[src/slwu_pkg.sv]
// shared constants for the stream link write unit
`default_nettype none
package slwu_pkg;
  // instruction word, bit 31 is the most significant bit
  localparam logic [5:0] OPC_STATIC  = 6'h1b;
  localparam logic [5:0] OPC_DYNAMIC = 6'h13;
  localparam int OPC_HI  = 31;
  localparam int OPC_LO  = 26;
  // static form flag positions
  localparam int ST_PUT  = 15;
  localparam int ST_NB   = 14;
  localparam int ST_CTL  = 13;
  localparam int ST_TST  = 12;
  localparam int ST_ATM  = 11;
  localparam int ST_LNK_HI = 3;
  localparam int ST_LNK_LO = 0;
  // dynamic form flag positions
  localparam int DY_PUT  = 10;
  localparam int DY_NB   = 9;
  localparam int DY_CTL  = 8;
  localparam int DY_TST  = 7;
  localparam int DY_ATM  = 6;

  localparam int MAX_LINKS = 16;
  localparam logic [4:0] EC_PRIV = 5'h07;

  // register map, byte addresses
  localparam logic [3:0] OFS_STATUS = 4'h0;
  localparam logic [3:0] OFS_MASK   = 4'h4;
  localparam logic [3:0] OFS_STATE  = 4'h8;
  localparam logic [3:0] OFS_STALLS = 4'hc;
  localparam int EVT_W = 5;
  localparam logic [EVT_W-1:0] MASK_RST = 5'h00;
  // status event bits
  localparam int EV_WRITE   = 0;
  localparam int EV_NOSPACE = 1;
  localparam int EV_PRIV    = 2;
  localparam int EV_ABORT   = 3;
  localparam int EV_ILLEGAL = 4;
  localparam logic [15:0] STALL_MAX = 16'hffff;
endpackage
`default_nettype wire

[src/slwu_op_if.sv]
// decoded put operation passed from decoder to execution logic
`timescale 1ns/1ns
`default_nettype none
interface slwu_op_if;
  logic       legal;
  logic       dynamic;
  logic       nonblock;
  logic       control;
  logic       test;
  logic       atomic;
  logic [3:0] link;
  modport producer (output legal, dynamic, nonblock, control, test,
                    atomic, link);
  modport consumer (input legal, dynamic, nonblock, control, test,
                    atomic, link);
endinterface
`default_nettype wire

[src/slwu_decode.sv]
// instruction decoder for static and dynamic put forms
`timescale 1ns/1ns
`default_nettype none
module slwu_decode #(
  parameter int LINKS = 16,
  parameter int EXT   = 1
) (
  input  wire logic [31:0] instr,
  input  wire logic [3:0]  rb_low,
  slwu_op_if.producer      op
);
  wire is_static  = instr[slwu_pkg::OPC_HI:slwu_pkg::OPC_LO]
                    == slwu_pkg::OPC_STATIC && instr[slwu_pkg::ST_PUT];
  wire is_dynamic = instr[slwu_pkg::OPC_HI:slwu_pkg::OPC_LO]
                    == slwu_pkg::OPC_DYNAMIC && instr[slwu_pkg::DY_PUT];
  wire [3:0] raw_link = is_dynamic ? rb_low                   // see RL11
      : instr[slwu_pkg::ST_LNK_HI:slwu_pkg::ST_LNK_LO];      // see RL1
  wire ext_bits = is_dynamic
      ? (instr[slwu_pkg::DY_TST] | instr[slwu_pkg::DY_ATM])
      : (instr[slwu_pkg::ST_TST] | instr[slwu_pkg::ST_ATM]);
  wire ext_on = (EXT == 1);

  // see RL13
  assign op.legal    = LINKS > 0 && ((is_static && (!ext_bits || ext_on))
                       || (is_dynamic && ext_on));
  assign op.dynamic  = is_dynamic;
  assign op.nonblock = is_dynamic ? instr[slwu_pkg::DY_NB]
                                  : instr[slwu_pkg::ST_NB];
  assign op.control  = is_dynamic ? instr[slwu_pkg::DY_CTL]
                                  : instr[slwu_pkg::ST_CTL];
  assign op.test     = is_dynamic ? instr[slwu_pkg::DY_TST]
                                  : instr[slwu_pkg::ST_TST];
  assign op.atomic   = is_dynamic ? instr[slwu_pkg::DY_ATM]
                                  : instr[slwu_pkg::ST_ATM];
  // out of range index falls back to link 0
  assign op.link     = ({28'h0000000, raw_link} >= LINKS) ? 4'h0
                       : raw_link;                  // see RL2, see RL11
endmodule
`default_nettype wire

[src/slwu_regs.sv]
// status, mask and read-only registers with level interrupt
`timescale 1ns/1ns
`default_nettype none
module slwu_regs (
  input  wire logic                         clk,
  input  wire logic                         srst,
  input  wire logic [3:0]                   reg_addr,
  input  wire logic [31:0]                  reg_wdata,
  input  wire logic                         reg_wr,
  input  wire logic                         reg_rd,
  output logic [31:0]                       reg_rdata,
  input  wire logic [slwu_pkg::EVT_W-1:0]   events,
  input  wire logic [31:0]                  state_word,
  input  wire logic [15:0]                  stall_count,
  output logic                              irq
);
  logic [slwu_pkg::EVT_W-1:0] status_reg;
  logic [slwu_pkg::EVT_W-1:0] status_next;
  logic [slwu_pkg::EVT_W-1:0] mask_reg;
  logic [31:0]                rd_word;

  wire sel_status = reg_addr == slwu_pkg::OFS_STATUS;
  wire sel_mask   = reg_addr == slwu_pkg::OFS_MASK;
  wire sel_state  = reg_addr == slwu_pkg::OFS_STATE;
  wire sel_stalls = reg_addr == slwu_pkg::OFS_STALLS;

  // read clears, but an event in the same cycle survives
  assign status_next = ((reg_rd && sel_status) ? '0 : status_reg) | events;
  assign rd_word = sel_status ? {27'h0000000, status_reg}
                 : sel_mask   ? {27'h0000000, mask_reg}
                 : sel_state  ? state_word
                 : sel_stalls ? {16'h0000, stall_count}
                 : 32'h00000000;
  assign irq = |(status_reg & mask_reg);

  always_ff @(posedge clk) begin
    if (srst) begin
      status_reg <= '0;
      mask_reg   <= slwu_pkg::MASK_RST;
      reg_rdata  <= 32'h00000000;
    end else begin
      status_reg <= status_next;
      if (reg_wr && sel_mask)
        mask_reg <= reg_wdata[slwu_pkg::EVT_W-1:0];
      reg_rdata <= reg_rd ? rd_word : 32'h00000000;
    end
  end
endmodule
`default_nettype wire

[src/slwu_top.sv]
// stream link write unit: executes put instructions onto output links
//
// The plain strobed port and the address map are this design's own decisions.
`timescale 1ns/1ns
`default_nettype none

// What this block does
// RL1 - write source word to link from field
// RL2 - out of range link index uses 0
// RL3 - blocking form stalls until link has space
// RL4 - non-blocking never stalls, carry shows no-space
// RL5 - control bit follows instruction control flag
// RL6 - test form checks space, never strobes write
// RL7 - atomic form holds off interrupts afterwards
// RL8 - user mode access faults when memory managed
// RL9 - one cycle, two with area setting 1
// RL10 - static stall serves interrupts if extended, non-atomic
// RL11 - dynamic form takes link from rb low bits
// RL12 - dynamic stall serves interrupts unless atomic
// RL13 - forms exist only under link, extension params
// RL14 - consumer shows space, takes data on strobe
module slwu_top #(
  parameter int LINKS        = 16,
  parameter int EXT          = 1,
  parameter int MMU_LEVEL    = 0,
  parameter int USER_ACCESS  = 0,
  parameter int AREA         = 0
) (
  input  wire logic              clk,
  input  wire logic              srst,
  // issue side from the pipeline
  input  wire logic              issue_valid,
  output logic                   issue_ready,
  input  wire logic [31:0]       instr,
  input  wire logic [31:0]       src_a,
  input  wire logic [31:0]       src_b,
  input  wire logic              user_mode_flag,
  input  wire logic              irq_pending,
  input  wire logic              retire_pulse,
  // completion side
  output logic                   op_done,
  output logic                   op_stall,
  output logic                   op_abort,
  output logic                   carry_wr,
  output logic                   carry_flag,
  output logic                   priv_fault,
  output logic                   illegal_op,
  output logic [4:0]             exception_cause_field,
  output logic                   irq_block,
  // outgoing stream links
  output logic [31:0]            link_data,
  output logic                   link_ctrl,
  output logic [LINKS-1:0]       link_wr,
  input  wire logic [LINKS-1:0]  link_space,
  // register port
  input  wire logic [3:0]        reg_addr,
  input  wire logic [31:0]       reg_wdata,
  input  wire logic              reg_wr,
  input  wire logic              reg_rd,
  output logic [31:0]            reg_rdata,
  output logic                   irq
);
  // values the logic cannot serve stop elaboration
  if (LINKS < 1 || LINKS > slwu_pkg::MAX_LINKS) begin : g_chk_links
    $error("link count must lie in 1..16");
  end
  if (EXT < 0 || EXT > 1) begin : g_chk_ext
    $error("extended stream ops must be 0 or 1");
  end
  if (USER_ACCESS < 0 || USER_ACCESS > 1) begin : g_chk_user
    $error("user stream access must be 0 or 1");
  end
  if (AREA < 0 || AREA > 2) begin : g_chk_area
    $error("area tuning must be 0, 1 or 2");
  end
  if (MMU_LEVEL < 0) begin : g_chk_mmu
    $error("memory management level must not be negative");
  end

  typedef enum logic [1:0] {
    SLWU_IDLE,
    SLWU_SETTLE,
    SLWU_EXEC
  } slwu_state_t;

  slwu_state_t state_reg;
  slwu_state_t state_next;

  // operation latched at issue
  logic [31:0] data_reg;
  logic        ctrl_reg;
  logic        nb_reg;
  logic        test_reg;
  logic        atom_reg;
  logic        dyn_reg;
  logic        legal_reg;
  logic        priv_reg;
  logic [3:0]  link_reg;

  logic        inhibit_reg;
  logic        inhibit_next;
  logic [4:0]  cause_reg;
  logic        carry_last_reg;
  logic [15:0] stall_cnt_reg;
  logic [15:0] stall_cnt_next;

  slwu_op_if op_bus ();

  slwu_decode #(
    .LINKS (LINKS),
    .EXT   (EXT)
  ) u_decode (
    .instr  (instr),
    .rb_low (src_b[3:0]),
    .op     (op_bus.producer)
  );

  // ---- issue ----
  wire issue_take = issue_valid && issue_ready;
  // privilege is judged at issue with the mode of that moment
  wire priv_now = (MMU_LEVEL >= 1) && (USER_ACCESS != 1)
                  && user_mode_flag;                       // see RL8
  assign issue_ready = state_reg == SLWU_IDLE;

  // ---- execution cycle ----
  wire in_exec   = state_reg == SLWU_EXEC;
  wire runnable  = in_exec && legal_reg && !priv_reg;
  // consumer space is sampled directly; far end is same-clock logic
  wire space_sel = link_space[link_reg];                    // see RL14
  // interrupts may break into a stalled blocking write only here
  wire irq_allowed = dyn_reg ? !atom_reg                    // see RL12
                             : (EXT == 1) && !atom_reg;     // see RL10
  wire blocked   = runnable && !nb_reg && !space_sel;       // see RL3
  wire abort_now = blocked && irq_pending && irq_allowed;
  wire finish_ok = runnable && (space_sel || nb_reg);       // see RL4
  // test form goes through the same checks but never strobes
  wire do_write  = finish_ok && space_sel && !test_reg;     // see RL6

  assign op_stall   = blocked && !abort_now;                // see RL3
  assign op_abort   = abort_now;
  assign op_done    = in_exec && !blocked;                  // see RL9
  assign carry_wr   = finish_ok && nb_reg;                  // see RL4
  assign carry_flag = !space_sel;                           // see RL4
  assign priv_fault = in_exec && legal_reg && priv_reg;     // see RL8
  assign illegal_op = in_exec && !legal_reg;                // see RL13
  assign exception_cause_field = cause_reg;

  // link data and control bit stand from flops for the whole attempt
  assign link_data = data_reg;                              // see RL1
  assign link_ctrl = ctrl_reg;                              // see RL5

  genvar gi;
  generate
    for (gi = 0; gi < LINKS; gi++) begin : g_link
      // see RL1, see RL2
      assign link_wr[gi] = do_write && (link_reg == 4'(gi));
    end
  endgenerate

  // atomic op keeps interrupts off while running and for the next one
  assign irq_block = inhibit_reg
                     || (state_reg != SLWU_IDLE && atom_reg); // see RL7

  // ---- next state ----
  always_comb begin
    state_next = state_reg;
    unique case (state_reg)
      SLWU_IDLE: begin
        if (issue_take)
          state_next = (AREA == 1) ? SLWU_SETTLE : SLWU_EXEC; // see RL9
      end
      SLWU_SETTLE: begin
        state_next = SLWU_EXEC;
      end
      SLWU_EXEC: begin
        if (!op_stall)
          state_next = SLWU_IDLE;
      end
    endcase
  end

  // set on atomic completion wins over a retire in the same cycle
  wire atomic_end = op_done && atom_reg && legal_reg && !priv_reg;
  assign inhibit_next = atomic_end ? 1'b1                   // see RL7
                      : retire_pulse ? 1'b0 : inhibit_reg;

  // stall cycles saturate so software sees a stuck link
  assign stall_cnt_next = (op_stall && stall_cnt_reg != slwu_pkg::STALL_MAX)
                          ? stall_cnt_reg + 16'h0001 : stall_cnt_reg;

  always_ff @(posedge clk) begin
    if (srst) begin
      state_reg <= SLWU_IDLE;
    end else begin
      state_reg <= state_next;
    end
  end

  // operand capture; test form has no source so the word is don't-care
  always_ff @(posedge clk) begin
    if (srst) begin
      data_reg  <= 32'h00000000;
      ctrl_reg  <= 1'b0;
      nb_reg    <= 1'b0;
      test_reg  <= 1'b0;
      atom_reg  <= 1'b0;
      dyn_reg   <= 1'b0;
      legal_reg <= 1'b0;
      priv_reg  <= 1'b0;
      link_reg  <= 4'h0;
    end else if (issue_take) begin
      data_reg  <= src_a;
      ctrl_reg  <= op_bus.control;                          // see RL5
      nb_reg    <= op_bus.nonblock;
      test_reg  <= op_bus.test;
      atom_reg  <= op_bus.atomic;
      dyn_reg   <= op_bus.dynamic;
      legal_reg <= op_bus.legal;
      priv_reg  <= priv_now;
      link_reg  <= op_bus.link;
    end
  end

  always_ff @(posedge clk) begin
    if (srst) begin
      inhibit_reg    <= 1'b0;
      cause_reg      <= 5'h00;
      carry_last_reg <= 1'b0;
      stall_cnt_reg  <= 16'h0000;
    end else begin
      inhibit_reg   <= inhibit_next;
      stall_cnt_reg <= stall_cnt_next;
      if (priv_fault)
        cause_reg <= slwu_pkg::EC_PRIV;                     // see RL8
      if (carry_wr)
        carry_last_reg <= carry_flag;
    end
  end

  // ---- software view ----
  wire [slwu_pkg::EVT_W-1:0] events;
  assign events[slwu_pkg::EV_WRITE]   = |link_wr;
  assign events[slwu_pkg::EV_NOSPACE] = carry_wr && carry_flag;
  assign events[slwu_pkg::EV_PRIV]    = priv_fault;
  assign events[slwu_pkg::EV_ABORT]   = op_abort;
  assign events[slwu_pkg::EV_ILLEGAL] = illegal_op;

  // state word: busy, stalled, inhibit, last carry, link, cause
  wire [31:0] state_word = {19'h00000, cause_reg, link_reg,
                            carry_last_reg, inhibit_reg, op_stall,
                            state_reg != SLWU_IDLE};

  slwu_regs u_regs (
    .clk         (clk),
    .srst        (srst),
    .reg_addr    (reg_addr),
    .reg_wdata   (reg_wdata),
    .reg_wr      (reg_wr),
    .reg_rd      (reg_rd),
    .reg_rdata   (reg_rdata),
    .events      (events),
    .state_word  (state_word),
    .stall_count (stall_cnt_reg),
    .irq         (irq)
  );
endmodule
`default_nettype wire

[config.mk]
export PLATFORM = sky130hd
export DESIGN_NAME = slwu_top
export DESIGN_NICKNAME = d
export VERILOG_FILES = /design/src/slwu_pkg.sv /design/src/slwu_op_if.sv /design/src/slwu_decode.sv /design/src/slwu_regs.sv /design/src/slwu_top.sv
export SDC_FILE = /design/constraint.sdc
export NUM_CORES = 1
export LEC_CHECK = 0
export BUFFER_PORTS_ARGS = -buffer_cell sky130_fd_sc_hd__buf_2
export CAP_MARGIN = 15
export CORE_MARGIN = 5
export CORE_UTILIZATION = 43
export CTS_BUF_LIST = sky130_fd_sc_hd__clkbuf_4 sky130_fd_sc_hd__clkbuf_8 sky130_fd_sc_hd__clkbuf_16
export DETAILED_ROUTE_END_ITERATION = 7
export GPL_TIMING_DRIVEN = 0
export PLACE_DENSITY = 0.81
export SYNTH_ARGS = -nofsm -noshare
export SYNTH_HDL_FRONTEND = slang
export SYNTH_SLANG_ARGS = --single-unit
[constraint.sdc]
create_clock -name clk -period 2.5 [get_ports clk]
set_input_delay 0.5 -clock clk [delete_from_list [all_inputs] [get_ports clk]]
set_output_delay 0.5 -clock clk [all_outputs]
set_load 0.005 [all_outputs]
=== Word-level counts from Yosys, hierarchy flattened ===
Cells that the tools add are included.
W data, S select, Z words.

* Bits in registers: 103
* Bits in latches: 0
* RAM bits: 0
* Memory bits (read-only): 0
* Bits of input ports: 156
* Output and inout bits: 96
* Word-level logic and storage cells: 125
* Memories: 0

* Add/sub/neg operators: 1
* Multipliers: 0
* Divide/modulo/power cells: 0
* Magnitude comparators: 1
* Eq/ne operators: 25
* Shift operators: 0
* Muxes and demuxes: 17
* Bitwise gates (word level): 4
* Reductions and logical operators: 60

{| class="wikitable"
|+ Operator list
! cell !! number
|-
| $eq A4 B4 Y1 const B || 10
|-
| $logic_and A1 B1 Y1 || 38
|-
| $mux W13 || 2
|-
| $eq A4 B3 Y1 const B || 5
|-
| $add A16 B1 Y16 const B || 1
|-
| $ne A16 B16 Y1 const B || 1
|-
| $reduce_or A16 Y1 || 1
|-
| $mux W5 || 3
|-
| $eq A6 B5 Y1 const B || 2
|-
| $reduce_or A5 Y1 || 2
|-
| $eq A4 B2 Y1 const B || 2
|-
| $logic_not A4 Y1 || 2
|-
| $logic_not A1 Y1 || 7
|-
| $mux W1 || 7
|-
| $pmux W2 S3 || 1
|-
| $reduce_or A6 Y1 || 1
|-
| $and A5 B5 Y5 || 1
|-
| $lt A4 B5 Y1 const B || 1
|-
| $or A5 B5 Y5 || 1
|-
| $bmux W1 S4 || 1
|-
| $eq A4 B1 Y1 const B || 1
|-
| $mux W2 || 2
|-
| $mux W4 || 1
|-
| $reduce_bool A2 Y1 || 2
|-
| 10 further kinds || 13
|}

=== Longest topological paths before layout ===
Gate-level depths: netlist of the first run.

* Depth in word-level cells: 11
* Mapped depth: 10
* Depth with buffers taken out: 7

=== Cells and area by module ===
From an unflattened synthesis of the first run, not the netlist that was laid out.

* Cells, all modules: 516
* Area, all modules: 4446.8 um^2

{| class="wikitable"
|+ Modules (own cells, without submodules)
! module !! times used !! cells each !! area each (um^2) !! seq. area each (um^2)
|-
| slwu_top || 1 || 348 || 2760.1 || 1201.2
|-
| slwu_regs || 1 || 153 || 1508.9 || 840.8
|-
| slwu_decode || 1 || 15 || 177.7 || 0.0
|}

=== Worst setup path before layout of the first run ===
Ideal clock, no wire load.

* Path type: input port to output port
* From: in link_space[14]
* To: out op_abort
* Arrival time: 1718 ps
* Data required time: 2000 ps
* Path slack: 282 ps
* Stages on the path: 6
* Buffers on the path: 0
* Cells stage by stage: mux2i_1 mux4_2 nor2_4 or2_1 inv_2 and3_1

* Longest elaborated chain between the ends: 6

{| class="wikitable"
|+ RTL lines
! element !! line !! RTL
|-
| start, declared || slwu_top.sv:54 || <nowiki>input wire logic [LINKS-1:0] link_space,</nowiki>
|-
| $bmux W1 S4 || slwu_top.sv:129 || <nowiki>wire space_sel = link_space[link_reg];</nowiki>
|-
| $mux W1 (implied by the code) || slwu_top.sv:129 ||
|-
| $logic_not A1 Y1 || n/a ||
|-
| net carry_flag || slwu_top.sv:45 || <nowiki>output logic carry_flag,</nowiki>
|-
| $logic_and A1 B1 Y1 || slwu_top.sv:133 || <nowiki>wire blocked = runnable && !nb_reg && !space_sel;</nowiki>
|-
| $logic_and A1 B1 Y1 (2 in a row) || slwu_top.sv:134 || <nowiki>wire abort_now = blocked && irq_pending && irq_allowed;</nowiki>
|-
| end, declared || slwu_top.sv:43 || <nowiki>output logic op_abort,</nowiki>
|}

The timed path passes the listed nets, and every way through them passes these cells. The select of a mux whose other input is x is not followed.

=== Final worst setup path of the first run ===
* From: reg link_reg[3]
* To: out op_abort

* Longest elaborated chain between the ends: 6

{| class="wikitable"
|+ RTL lines
! element !! line !! RTL
|-
| start, declared || slwu_top.sv:98 || <nowiki>logic [3:0] link_reg;</nowiki>
|-
| start signal, assigned || slwu_top.sv:220 || <nowiki>link_reg <= op_bus.link;</nowiki>
|-
| $bmux W1 S4 || slwu_top.sv:129 ||
|-
| $mux W1 (implied by the code) || slwu_top.sv:129 ||
|-
| $logic_not A1 Y1 || slwu_top.sv:133 ||
|-
| $logic_and A1 B1 Y1 || slwu_top.sv:133 ||
|-
| $logic_and A1 B1 Y1 (2 in a row) || slwu_top.sv:134 ||
|}

No other way between the ends. The select of a mux whose other input is x is not followed.

==> metrics.md, run 1 <==
| Metric | Value |
|---|---|
| Cell taking the most area after synthesis | dfxtp_1 |
| Crit start category | register |
| Antenna violations before repair | 0 |
| Area share of the largest cell type after synthesis | 0.435 |
| Crit end category | output port |
| Hold Crit Class | in2reg |
| Area contributors post-synth | dfxtp_1, nand2_1, a21oi_1 |
| Total CTS buffers | 9 |
| Placed cells | 760 |
| Seq/Total Area, Yosys | 0.435 |
| HPWL after DPL | 9320 um |
| Core Area | 8810 um^2 |
| Largest net degree at the start of global routing | 19 |
| Proportion of layout cells with a drive suffix above 1 | 0.362 |
| Crit path max fanout | 6 |
| Final cell count without fillers | 788 |
| TritonRoute pass-1 iters | 4 |
| Worst R2R Path Depth | 9 |
| Post-synthesis cell count | 469 |
| Post-synthesis register bit count | 85 |
| Initial Util | 0.444 |
| Row count | 34 |
| Most used standard cells in the synthesized netlist | dfxtp_1, nand2_1, nor2_1, a21oi_1 |
| Final wirelength | 12,000 um |
| RSZ-0062 raised after global routing | yes |
| Clock Tree Buf Depth | 2 |
| Synth warn | 0 |
| PortBufs | 161 |
| CTS clk-pin slew, worst paths | 0.10 ns |
| Vias in the first global route | 3,995 |
| DP Worst Slack | -0.179 ns |
| Critical path class | reg2out |
| Tcrit/Tclk final | 1.05 |
| Worst slew pin tran | 0.608 ns |
| Total global routing overflow | 0 |
| Setup ws final | -0.113 ns |
| # setup viols final | 10 |
| Mapped Area | 3910 um^2 |
| Worst slew margin | 0.595 |
| Clock skew | 0.0169 ns |
| Via count | 4,020 |
| CTS tree | done |
| Post-synthesis cell type count | 49 |
| DR DRC count | 0 |
| Max frequency | 383 MHz |
| Status | complete, but fails checks |
| H-tree levels | 3 |
| Violated checks | setup timing |
| Later-pin clock latency in the skew report | 0.37 ns |
| Drt initial violations | 258 |
| WP data required | 2.00 ns |
| Number of flops mapped to enable cells by yosys | 0 |
| LEAKAGE | 2.56 nW |
| Max Slew Vio Count | 0 |
| CP arrival | 2.11 ns |
| Clock Sinks | 85 |
| Max FFs per register | 32 |
| DRT antenna net count | 0 |
| Min cycle time layout | 2.61 ns |
| Asr flop ratio synth | 0 |
| WL per Instance | 15.2 um |
| Main synth FF type | dfxtp_1 |
| Die area | 11,100 um^2 |
| Maxcap violations | 0 |
| Io pins | 252 |
| CTS root buffer | clkbuf_8 |
| Via-per-instance ratio | 5.10 |
| Hold buffers post-CTS | 0 |
| Die span in x | 105 um |
| N_diodes | 0 |
| PwrDens | 530 nW/um^2 |
| Syn_area_per_cell | 8.34 um^2 |
| RD Place Congestion | 0.867 |
| Final layout net count | 832 |
| Area growth, synth to finish | 36.5% |
| Final Hold Fails | 0 |
| Hold depth | 3 |
| Total routing usage reported by global routing | 0.212 |
| Die Ht | 105 um |
| Global-route wire length before repair | 19,100 um |
| Peak supply drop | 0.371 mV |
metrics by stage:
step	TNS (ns)	hold WS, ns	total power, mW	area, um^2	util
floorplan	0	0.442	1.67	3990	-
global placement	-0.439	0.440	1.83	4930	0.560
detailed placement	-0.432	0.446	1.84	4940	0.561
CTS	-2.19	0.343	2.82	5230	0.594
global route	-2.02	0.352	2.97	5340	0.607
finish	-0.703	0.361	2.83	5340	0.607
what timing repair did:
item / in CTS / in global routing
endpoints found under the setup margin: 14 / 21
gates cloned: 0 / 0
setup buffers: 6 / 8
gates resized for setup: 8 / 20
pin swaps: 4 / 6
worst max-delay path, cell delays in order, from the launching register on:
cell     delay, ns
dfxtp_4       0.38
buf_12        0.13
mux2i_1       0.11
mux4_2        0.50
nor2_4        0.15
or2_4         0.18
inv_6         0.05
and3_4        0.15
buf_6         0.11
cells by family after synthesis:
group	after synthesis	synth area share
and+or+nand+nor	213	0.261
DFF	85	0.435
AOI/OAI and AO/OA	81	0.127
buffers and inverters	52	0.0780
muxes	29	0.0790
xor gates and xnor gates	7	0.0157
adders and majority gates	1	0.00320
other	1	0.000958
placed cells by master, fill, tap and decap left out, types with 3 or more instances in the layout:
cell type    n
buf_2      159
dfxtp_1     84
nand2_1     82
nor2_1      54
a21oi_1     46
buf_4       36
mux2i_1     23
conb_1      22
clkbuf_1    15
nand3_1     12
and2_1      10
clkbuf_8     9
o21ai_0      8
a211oi_1     8
nor2b_1      7
a22oi_1      7
xnor2_1      7
inv_1        5
a21o_1       5
nor4_1       5
nand2b_1     4
nor3_2       4
inv_6        3
nor3_1       3
buf_1        3
nand4_1      3
mux2_1       3
buf_6        3
report_power, final:
part | switching (mW) | internal [mW] | leakage, nW | total, mW
combinational | 0.231 | 0.212 | 1.76 | 0.444
clock | 0.567 | 0.394 | 0.101 | 0.961
sequential | 0.0320 | 1.40 | 0.693 | 1.43
worst paths after layout:
check,startpoint,end,slack [ns]
setup / recovery,link_reg[3],op_abort,-0.11
setup reg to reg,link_reg[3],stall_cnt_reg[15],0.13
hold / removal,src_a[1],link_data[1],0.36
hold reg to reg,link_data[20],link_data[20],0.46
metal layers:
metal  share of wire  global-route usage  wire length (um)  vias to the layer above
met3            0.11              0.0868              1280                       15
met5               0                   0                 0                        -
met4           0.016              0.0628               197                        0
met2            0.51               0.381              6110                      161
li1                -                   -                 -                     1967
met1            0.37               0.229              4420                     1877
final cells by class:
class | count | area, um^2
Clock buffer | 9 | 124
Clock inverter | 7 | 73.8
Buffer | 43 | 263
Timing Repair Buffer | 176 | 960
Inverter | 7 | 31.3
Fill cell | 769 | 3460
Multi-Input combinational cell | 353 | 2050
Tap cell | 108 | 135
Sequential cell | 85 | 1710
Power figures use the tool's default switching activity.
==> run 2: changes to the inputs <==
TNS_END_PERCENT = 20   (was unset)
==> run 2 against run 1 <==
Compared with the run above:
- the run still ends with setup timing left
- sequential cell count unchanged
- sequential share of layout area grew 0.59 points
- cell area decreased by 1.8%
- power decreased by 0.66%
- largest power group unchanged
- critical endpoint is now op_stall
- maximum frequency is 0.52% lower
- clock skew decreased by 0.00063 ns
- worst hold slack worse by 0.0055 ns
==> metrics.md, run 2 (synthesized netlist as in run 1, its figures left out) <==
| Metric | Value |
|---|---|
| Crit start category | register |
| Initial Util | 0.444 |
| Area growth, synth to finish | 34.0% |
| Total global routing overflow | 0 |
| Die Ht | 105 um |
| Min cycle time layout | 2.63 ns |
| Drt initial violations | 238 |
| Later-pin clock latency in the skew report | 0.37 ns |
| Worst slew margin | 0.594 |
| CTS root buffer | clkbuf_8 |
| Via-per-instance ratio | 5.10 |
| Placed Area | 4940 um^2 |
| Status | complete, but fails checks |
| Crit path max fanout | 6 |
| Critical path class | reg2out |
| Proportion of layout cells with a drive suffix above 1 | 0.344 |
| Max frequency | 381 MHz |
| Clock skew | 0.0163 ns |
| Die area | 11,100 um^2 |
| Violated checks | setup timing |
| Tcrit/Tclk final | 1.05 |
| Core Area | 8810 um^2 |
| Maxcap violations | 0 |
| Max FFs per register | 32 |
| RD Place Congestion | 0.867 |
| Total routing usage reported by global routing | 0.213 |
| Hold depth | 3 |
| Crit end category | output port |
| H-tree levels | 3 |
| Row count | 34 |
| Worst R2R Path Depth | 8 |
| DRT antenna net count | 0 |
| CTS tree | done |
| Final cell count without fillers | 782 |
| N_diodes | 0 |
| Final Hold Fails | 0 |
| Io pins | 252 |
| Post-route cell area | 5250 um^2 |
| HPWL after DPL | 9320 um |
| LEAKAGE | 2.51 nW |
| CP arrival | 2.13 ns |
| Clock Sinks | 85 |
| WL per Instance | 15.2 um |
| Largest net degree at the start of global routing | 19 |
| Antenna violations before repair | 0 |
| Worst slew pin tran | 0.609 ns |
| Final layout net count | 826 |
| Most frequent cells in the layout | buf_2, nand2_1, dfxtp_1 |
| Die span in x | 105 um |
| TritonRoute pass-1 iters | 5 |
| Vias in the first global route | 3,992 |
| Peak supply drop | 0.373 mV |
| DR DRC count | 0 |
| CTS clk-pin slew, worst paths | 0.10 ns |
| Clock Tree Buf Depth | 2 |
| DP Worst Slack | -0.179 ns |
| WP data required | 2.00 ns |
| Commonest non-fill, non-tap cell in the layout | buf_2 |
| Via count | 3,985 |
| Total CTS buffers | 9 |
| RSZ-0062 raised after global routing | yes |
| Setup ws final | -0.127 ns |
| Hold_ws | 0.356 ns |
| Global-route wire length before repair | 19,200 um |
| PwrDens | 537 nW/um^2 |
| Post-layout total power | 2.82 mW |
| # setup viols final | 13 |
| Placed cells | 760 |
| Final wirelength | 11,900 um |
| Hold Crit Class | in2reg |
| PortBufs | 161 |
| Max Slew Vio Count | 0 |
-- run 2: changes by cell type in the layout (fill, tap and decap cells not counted), sizes merged --
cell	delta
buf	-7
clkbuf	+1
-- run 2: report_power, final --
part           leakage, nW  total [mW]  internal (mW)  switching (mW)
Combinational         1.72       0.417          0.196           0.221
Clock                0.101       0.970          0.394           0.576
Sequential           0.693        1.43           1.40          0.0312
Total                 2.51        2.82           1.99           0.828
-- run 2: path summary, 6_finish.rpt --
check	start	slack, ns	to
min reg2reg	link_data[20]	0.46	link_data[20]
max reg2reg	link_reg[3]	0.16	stall_cnt_reg[15]
min	src_a[1]	0.36	link_data[1]
max	link_reg[3]	-0.13	op_stall
-- run 2: through the flow --
stage	setup TNS, ns	utilization
2_1_floorplan	0	-
3_3_place_gp	-0.439	0.560
3_5_place_dp	-0.432	0.561
4_1_cts	-2.22	0.591
5_1_grt	-2.53	0.596
6_report	-0.695	0.596
-- run 2: final cells by class --
type                            instances  area, um^2
Sequential cell                        85        1710
Tap cell                              108         135
Fill cell                             781        3560
Clock inverter                          7        73.8
Timing Repair Buffer                  170         902
Inverter                                7        28.8
Multi-Input combinational cell        353        2010
Clock buffer                            9         124
Buffer                                 43         263
-- run 2: per-layer routing --
layer | wire length [um] | vias to the layer above | part of all wire | GRT usage
met5 | 0 | - | 0 | 0
met4 | 230 | 0 | 0.019 | 0.0619
met3 | 1310 | 19 | 0.11 | 0.0868
met2 | 5990 | 164 | 0.50 | 0.385
met1 | 4380 | 1844 | 0.37 | 0.228
li1 | - | 1958 | - | -
-- run 2: repair_timing --
action	4_1_cts	5_1_grt
pin swaps	2	5
setup endpoints to repair	14	21
gates resized for setup	3	10
cloned	0	0
hold buffers	0	0
buffers inserted	5	3
-- run 2: worst max-delay path, stage by stage, from the launching register on --
cell	delay, ns
dfxtp_4	0.38
buf_12	0.13
mux2i_1	0.11
mux4_2	0.50
nor2_4	0.16
or2_4	0.17
inv_4	0.05
nand2_2	0.09
inv_1	0.05
buf_2	0.12
==> run 3: changes to the inputs <==
SETUP_SLACK_MARGIN = 0.2   (was unset)
SKIP_LAST_GASP = 1   (was unset)
==> run 3 against run 2 <==
Compared with the run above:
- the run still ends with setup timing left
- worst hold slack lost 0.0033 ns
- clock skew grew 0.00091 ns
- via count grew 0.78%
- non-clock buffer count grew 3
- count of clock-buffer cells in the layout is the same
- worst setup slack lost 0.060 ns
- global-route usage is the same
- die area is the same
- critical path depth grew 1
- critical endpoint unchanged
- power grew 0.38%
- critical path type unchanged
- routed wire length grew 0.51%
==> metrics.md, run 3 (synthesized netlist as in run 1, its figures left out) <==
| Metric | Value |
|---|---|
| Clock Sinks | 85 |
| Largest net degree at the start of global routing | 19 |
| WP data required | 2.00 ns |
| R2R Path Start | link_reg[3] |
| Worst R2R Path Depth | 10 |
| Final Hold Fails | 0 |
| Area growth, synth to finish | 34.7% |
| Violated checks | setup timing |
| Hold Crit Class | in2reg |
| RD Place Congestion | 0.867 |
| Largest stage delay on the critical path | 0.50 ns |
| DP Worst Slack | -0.179 ns |
| HPWL after DPL | 9320 um |
| Maxcap violations | 0 |
| CTS tree | done |
| Most frequent cells in the layout | buf_2, nand2_1, dfxtp_1 |
| Via count | 4,016 |
| Worst slew margin | 0.594 |
| Final wirelength | 12,000 um |
| Total routing usage reported by global routing | 0.213 |
| Hold_sp | src_a[27] |
| Worst path slowest cell | mux4_2 |
| Total CTS buffers | 9 |
| CTS clk-pin slew, worst paths | 0.10 ns |
| Io pins | 252 |
| DR DRC count | 0 |
| Crit path max fanout | 6 |
| H-tree levels | 3 |
| Tcrit/Tclk final | 1.07 |
| CP arrival | 2.19 ns |
| Die span in x | 105 um |
| Hold_ws | 0.353 ns |
| Later-pin clock latency in the skew report | 0.37 ns |
| Proportion of layout cells with a drive suffix above 1 | 0.347 |
| Setup ws final | -0.186 ns |
| WL per Instance | 15.2 um |
| Vias in the first global route | 3,992 |
| Hold buffers post-CTS | 0 |
| Max FFs per register | 32 |
| Worst slew pin tran | 0.610 ns |
| Row count | 34 |
| Crit start category | register |
| # fillers | 777 |
| N_diodes | 0 |
| WP buf/inv | 5 |
| Via-per-instance ratio | 5.12 |
| Final cell count without fillers | 785 |
| Hold depth | 3 |
| Crit end category | output port |
| Peak supply drop | 0.374 mV |
| Critical path class | reg2out |
| Total global routing overflow | 0 |
| RR Endpoint | stall_cnt_reg[15] |
| Final layout net count | 829 |
| DRT antenna net count | 0 |
| Clock skew | 0.0172 ns |
| Status | complete, but fails checks |
| Die Ht | 105 um |
| # setup viols final | 17 |
| CTS root buffer | clkbuf_8 |
| Min cycle time layout | 2.69 ns |
| Multi-input logic area | 2010 um^2 |
| PortBufs | 161 |
| Initial Util | 0.444 |
| R2R setup slack | 0.05 ns |
| TritonRoute pass-1 iters | 5 |
| CP top delay family | multiplexers |
| Placed cells | 760 |
| Antenna violations before repair | 0 |
| LEAKAGE | 2.53 nW |
| PwrDens | 536 nW/um^2 |
| Die area | 11,100 um^2 |
| Clock Tree Buf Depth | 2 |
| Hold endpoint | link_data[27] |
| Reg area | 1700 um^2 |
| Global-route wire length before repair | 19,200 um |
| Drt initial violations | 244 |
| Max Slew Vio Count | 0 |
| Crit-path cells | buf_6, buf_12, mux2i_1, mux4_2, nor2_4, or2_4, inv_4, nand2_2, inv_1, buf_2 |
| Max frequency | 372 MHz |
| Post-Route Setup TNS | -1.60 ns |
| RSZ-0062 raised after global routing | yes |
| Core Util, Final | 0.599 |
| Core Area | 8810 um^2 |
| Commonest non-fill, non-tap cell in the layout | buf_2 |
[run 3: power by group]
part	switching [mW]	internal (mW)	leakage (nW)
Sequential	0.0287	1.40	0.693
Clock	0.578	0.394	0.101
Combinational	0.225	0.203	1.73
[run 3: timing repair]
action,in CTS,in global routing
pin swaps,2,5
endpoints found under the hold margin,0,0
gates resized for setup,4,8
buffers inserted,5,4
endpoints found under the setup margin,21,25
[run 3: metal layers]
| metal | GRT usage | up-vias | wire [um] |
|---|---|---|---|
| met2 | 0.385 | 158 | 6020 |
| met1 | 0.228 | 1873 | 4510 |
| met5 | 0 | - | 0 |
| met4 | 0.0619 | 0 | 205 |
| met3 | 0.0868 | 17 | 1230 |
| li1 | - | 1968 | - |
[run 3: area by class of cell]
class,count,area share
clock inverters,7,0.0140
flip-flops and latches,85,0.323
well taps,108,0.0256
inverters,7,0.00546
repair buffers,171,0.173
multi-input cells,353,0.382
clock buffers,9,0.0235
plain buffers,45,0.0543
[run 3: worst reg2reg max path, delay by kind of cell, from the launching register on]
family	cells	cell delay, ns
simple gates	4	0.93
mux	2	0.56
flops	1	0.33
buf+inv	4	0.51
[run 3: worst max path at each step]
stage	from	endpoint	slack [ns]	cells after the start
4_1_cts	link_reg[3]	op_abort	-0.22	9
3_3_place_gp	link_space[14]	op_stall	-0.19	9
6_report	link_reg[3]	op_stall	-0.19	10
3_5_place_dp	link_space[14]	op_stall	-0.18	9
5_1_grt	link_reg[3]	link_wr[2]	-0.30	8
2_1_floorplan	link_space[14]	op_abort	0.28	6
[run 3: per-stage QoR]
step                area, um^2  total power [mW]
floorplan                 3990              1.67
global placement          4930              1.83
detailed placement        4940              1.84
CTS                       5210              2.81
global route              5270              2.95
finish                    5270              2.83
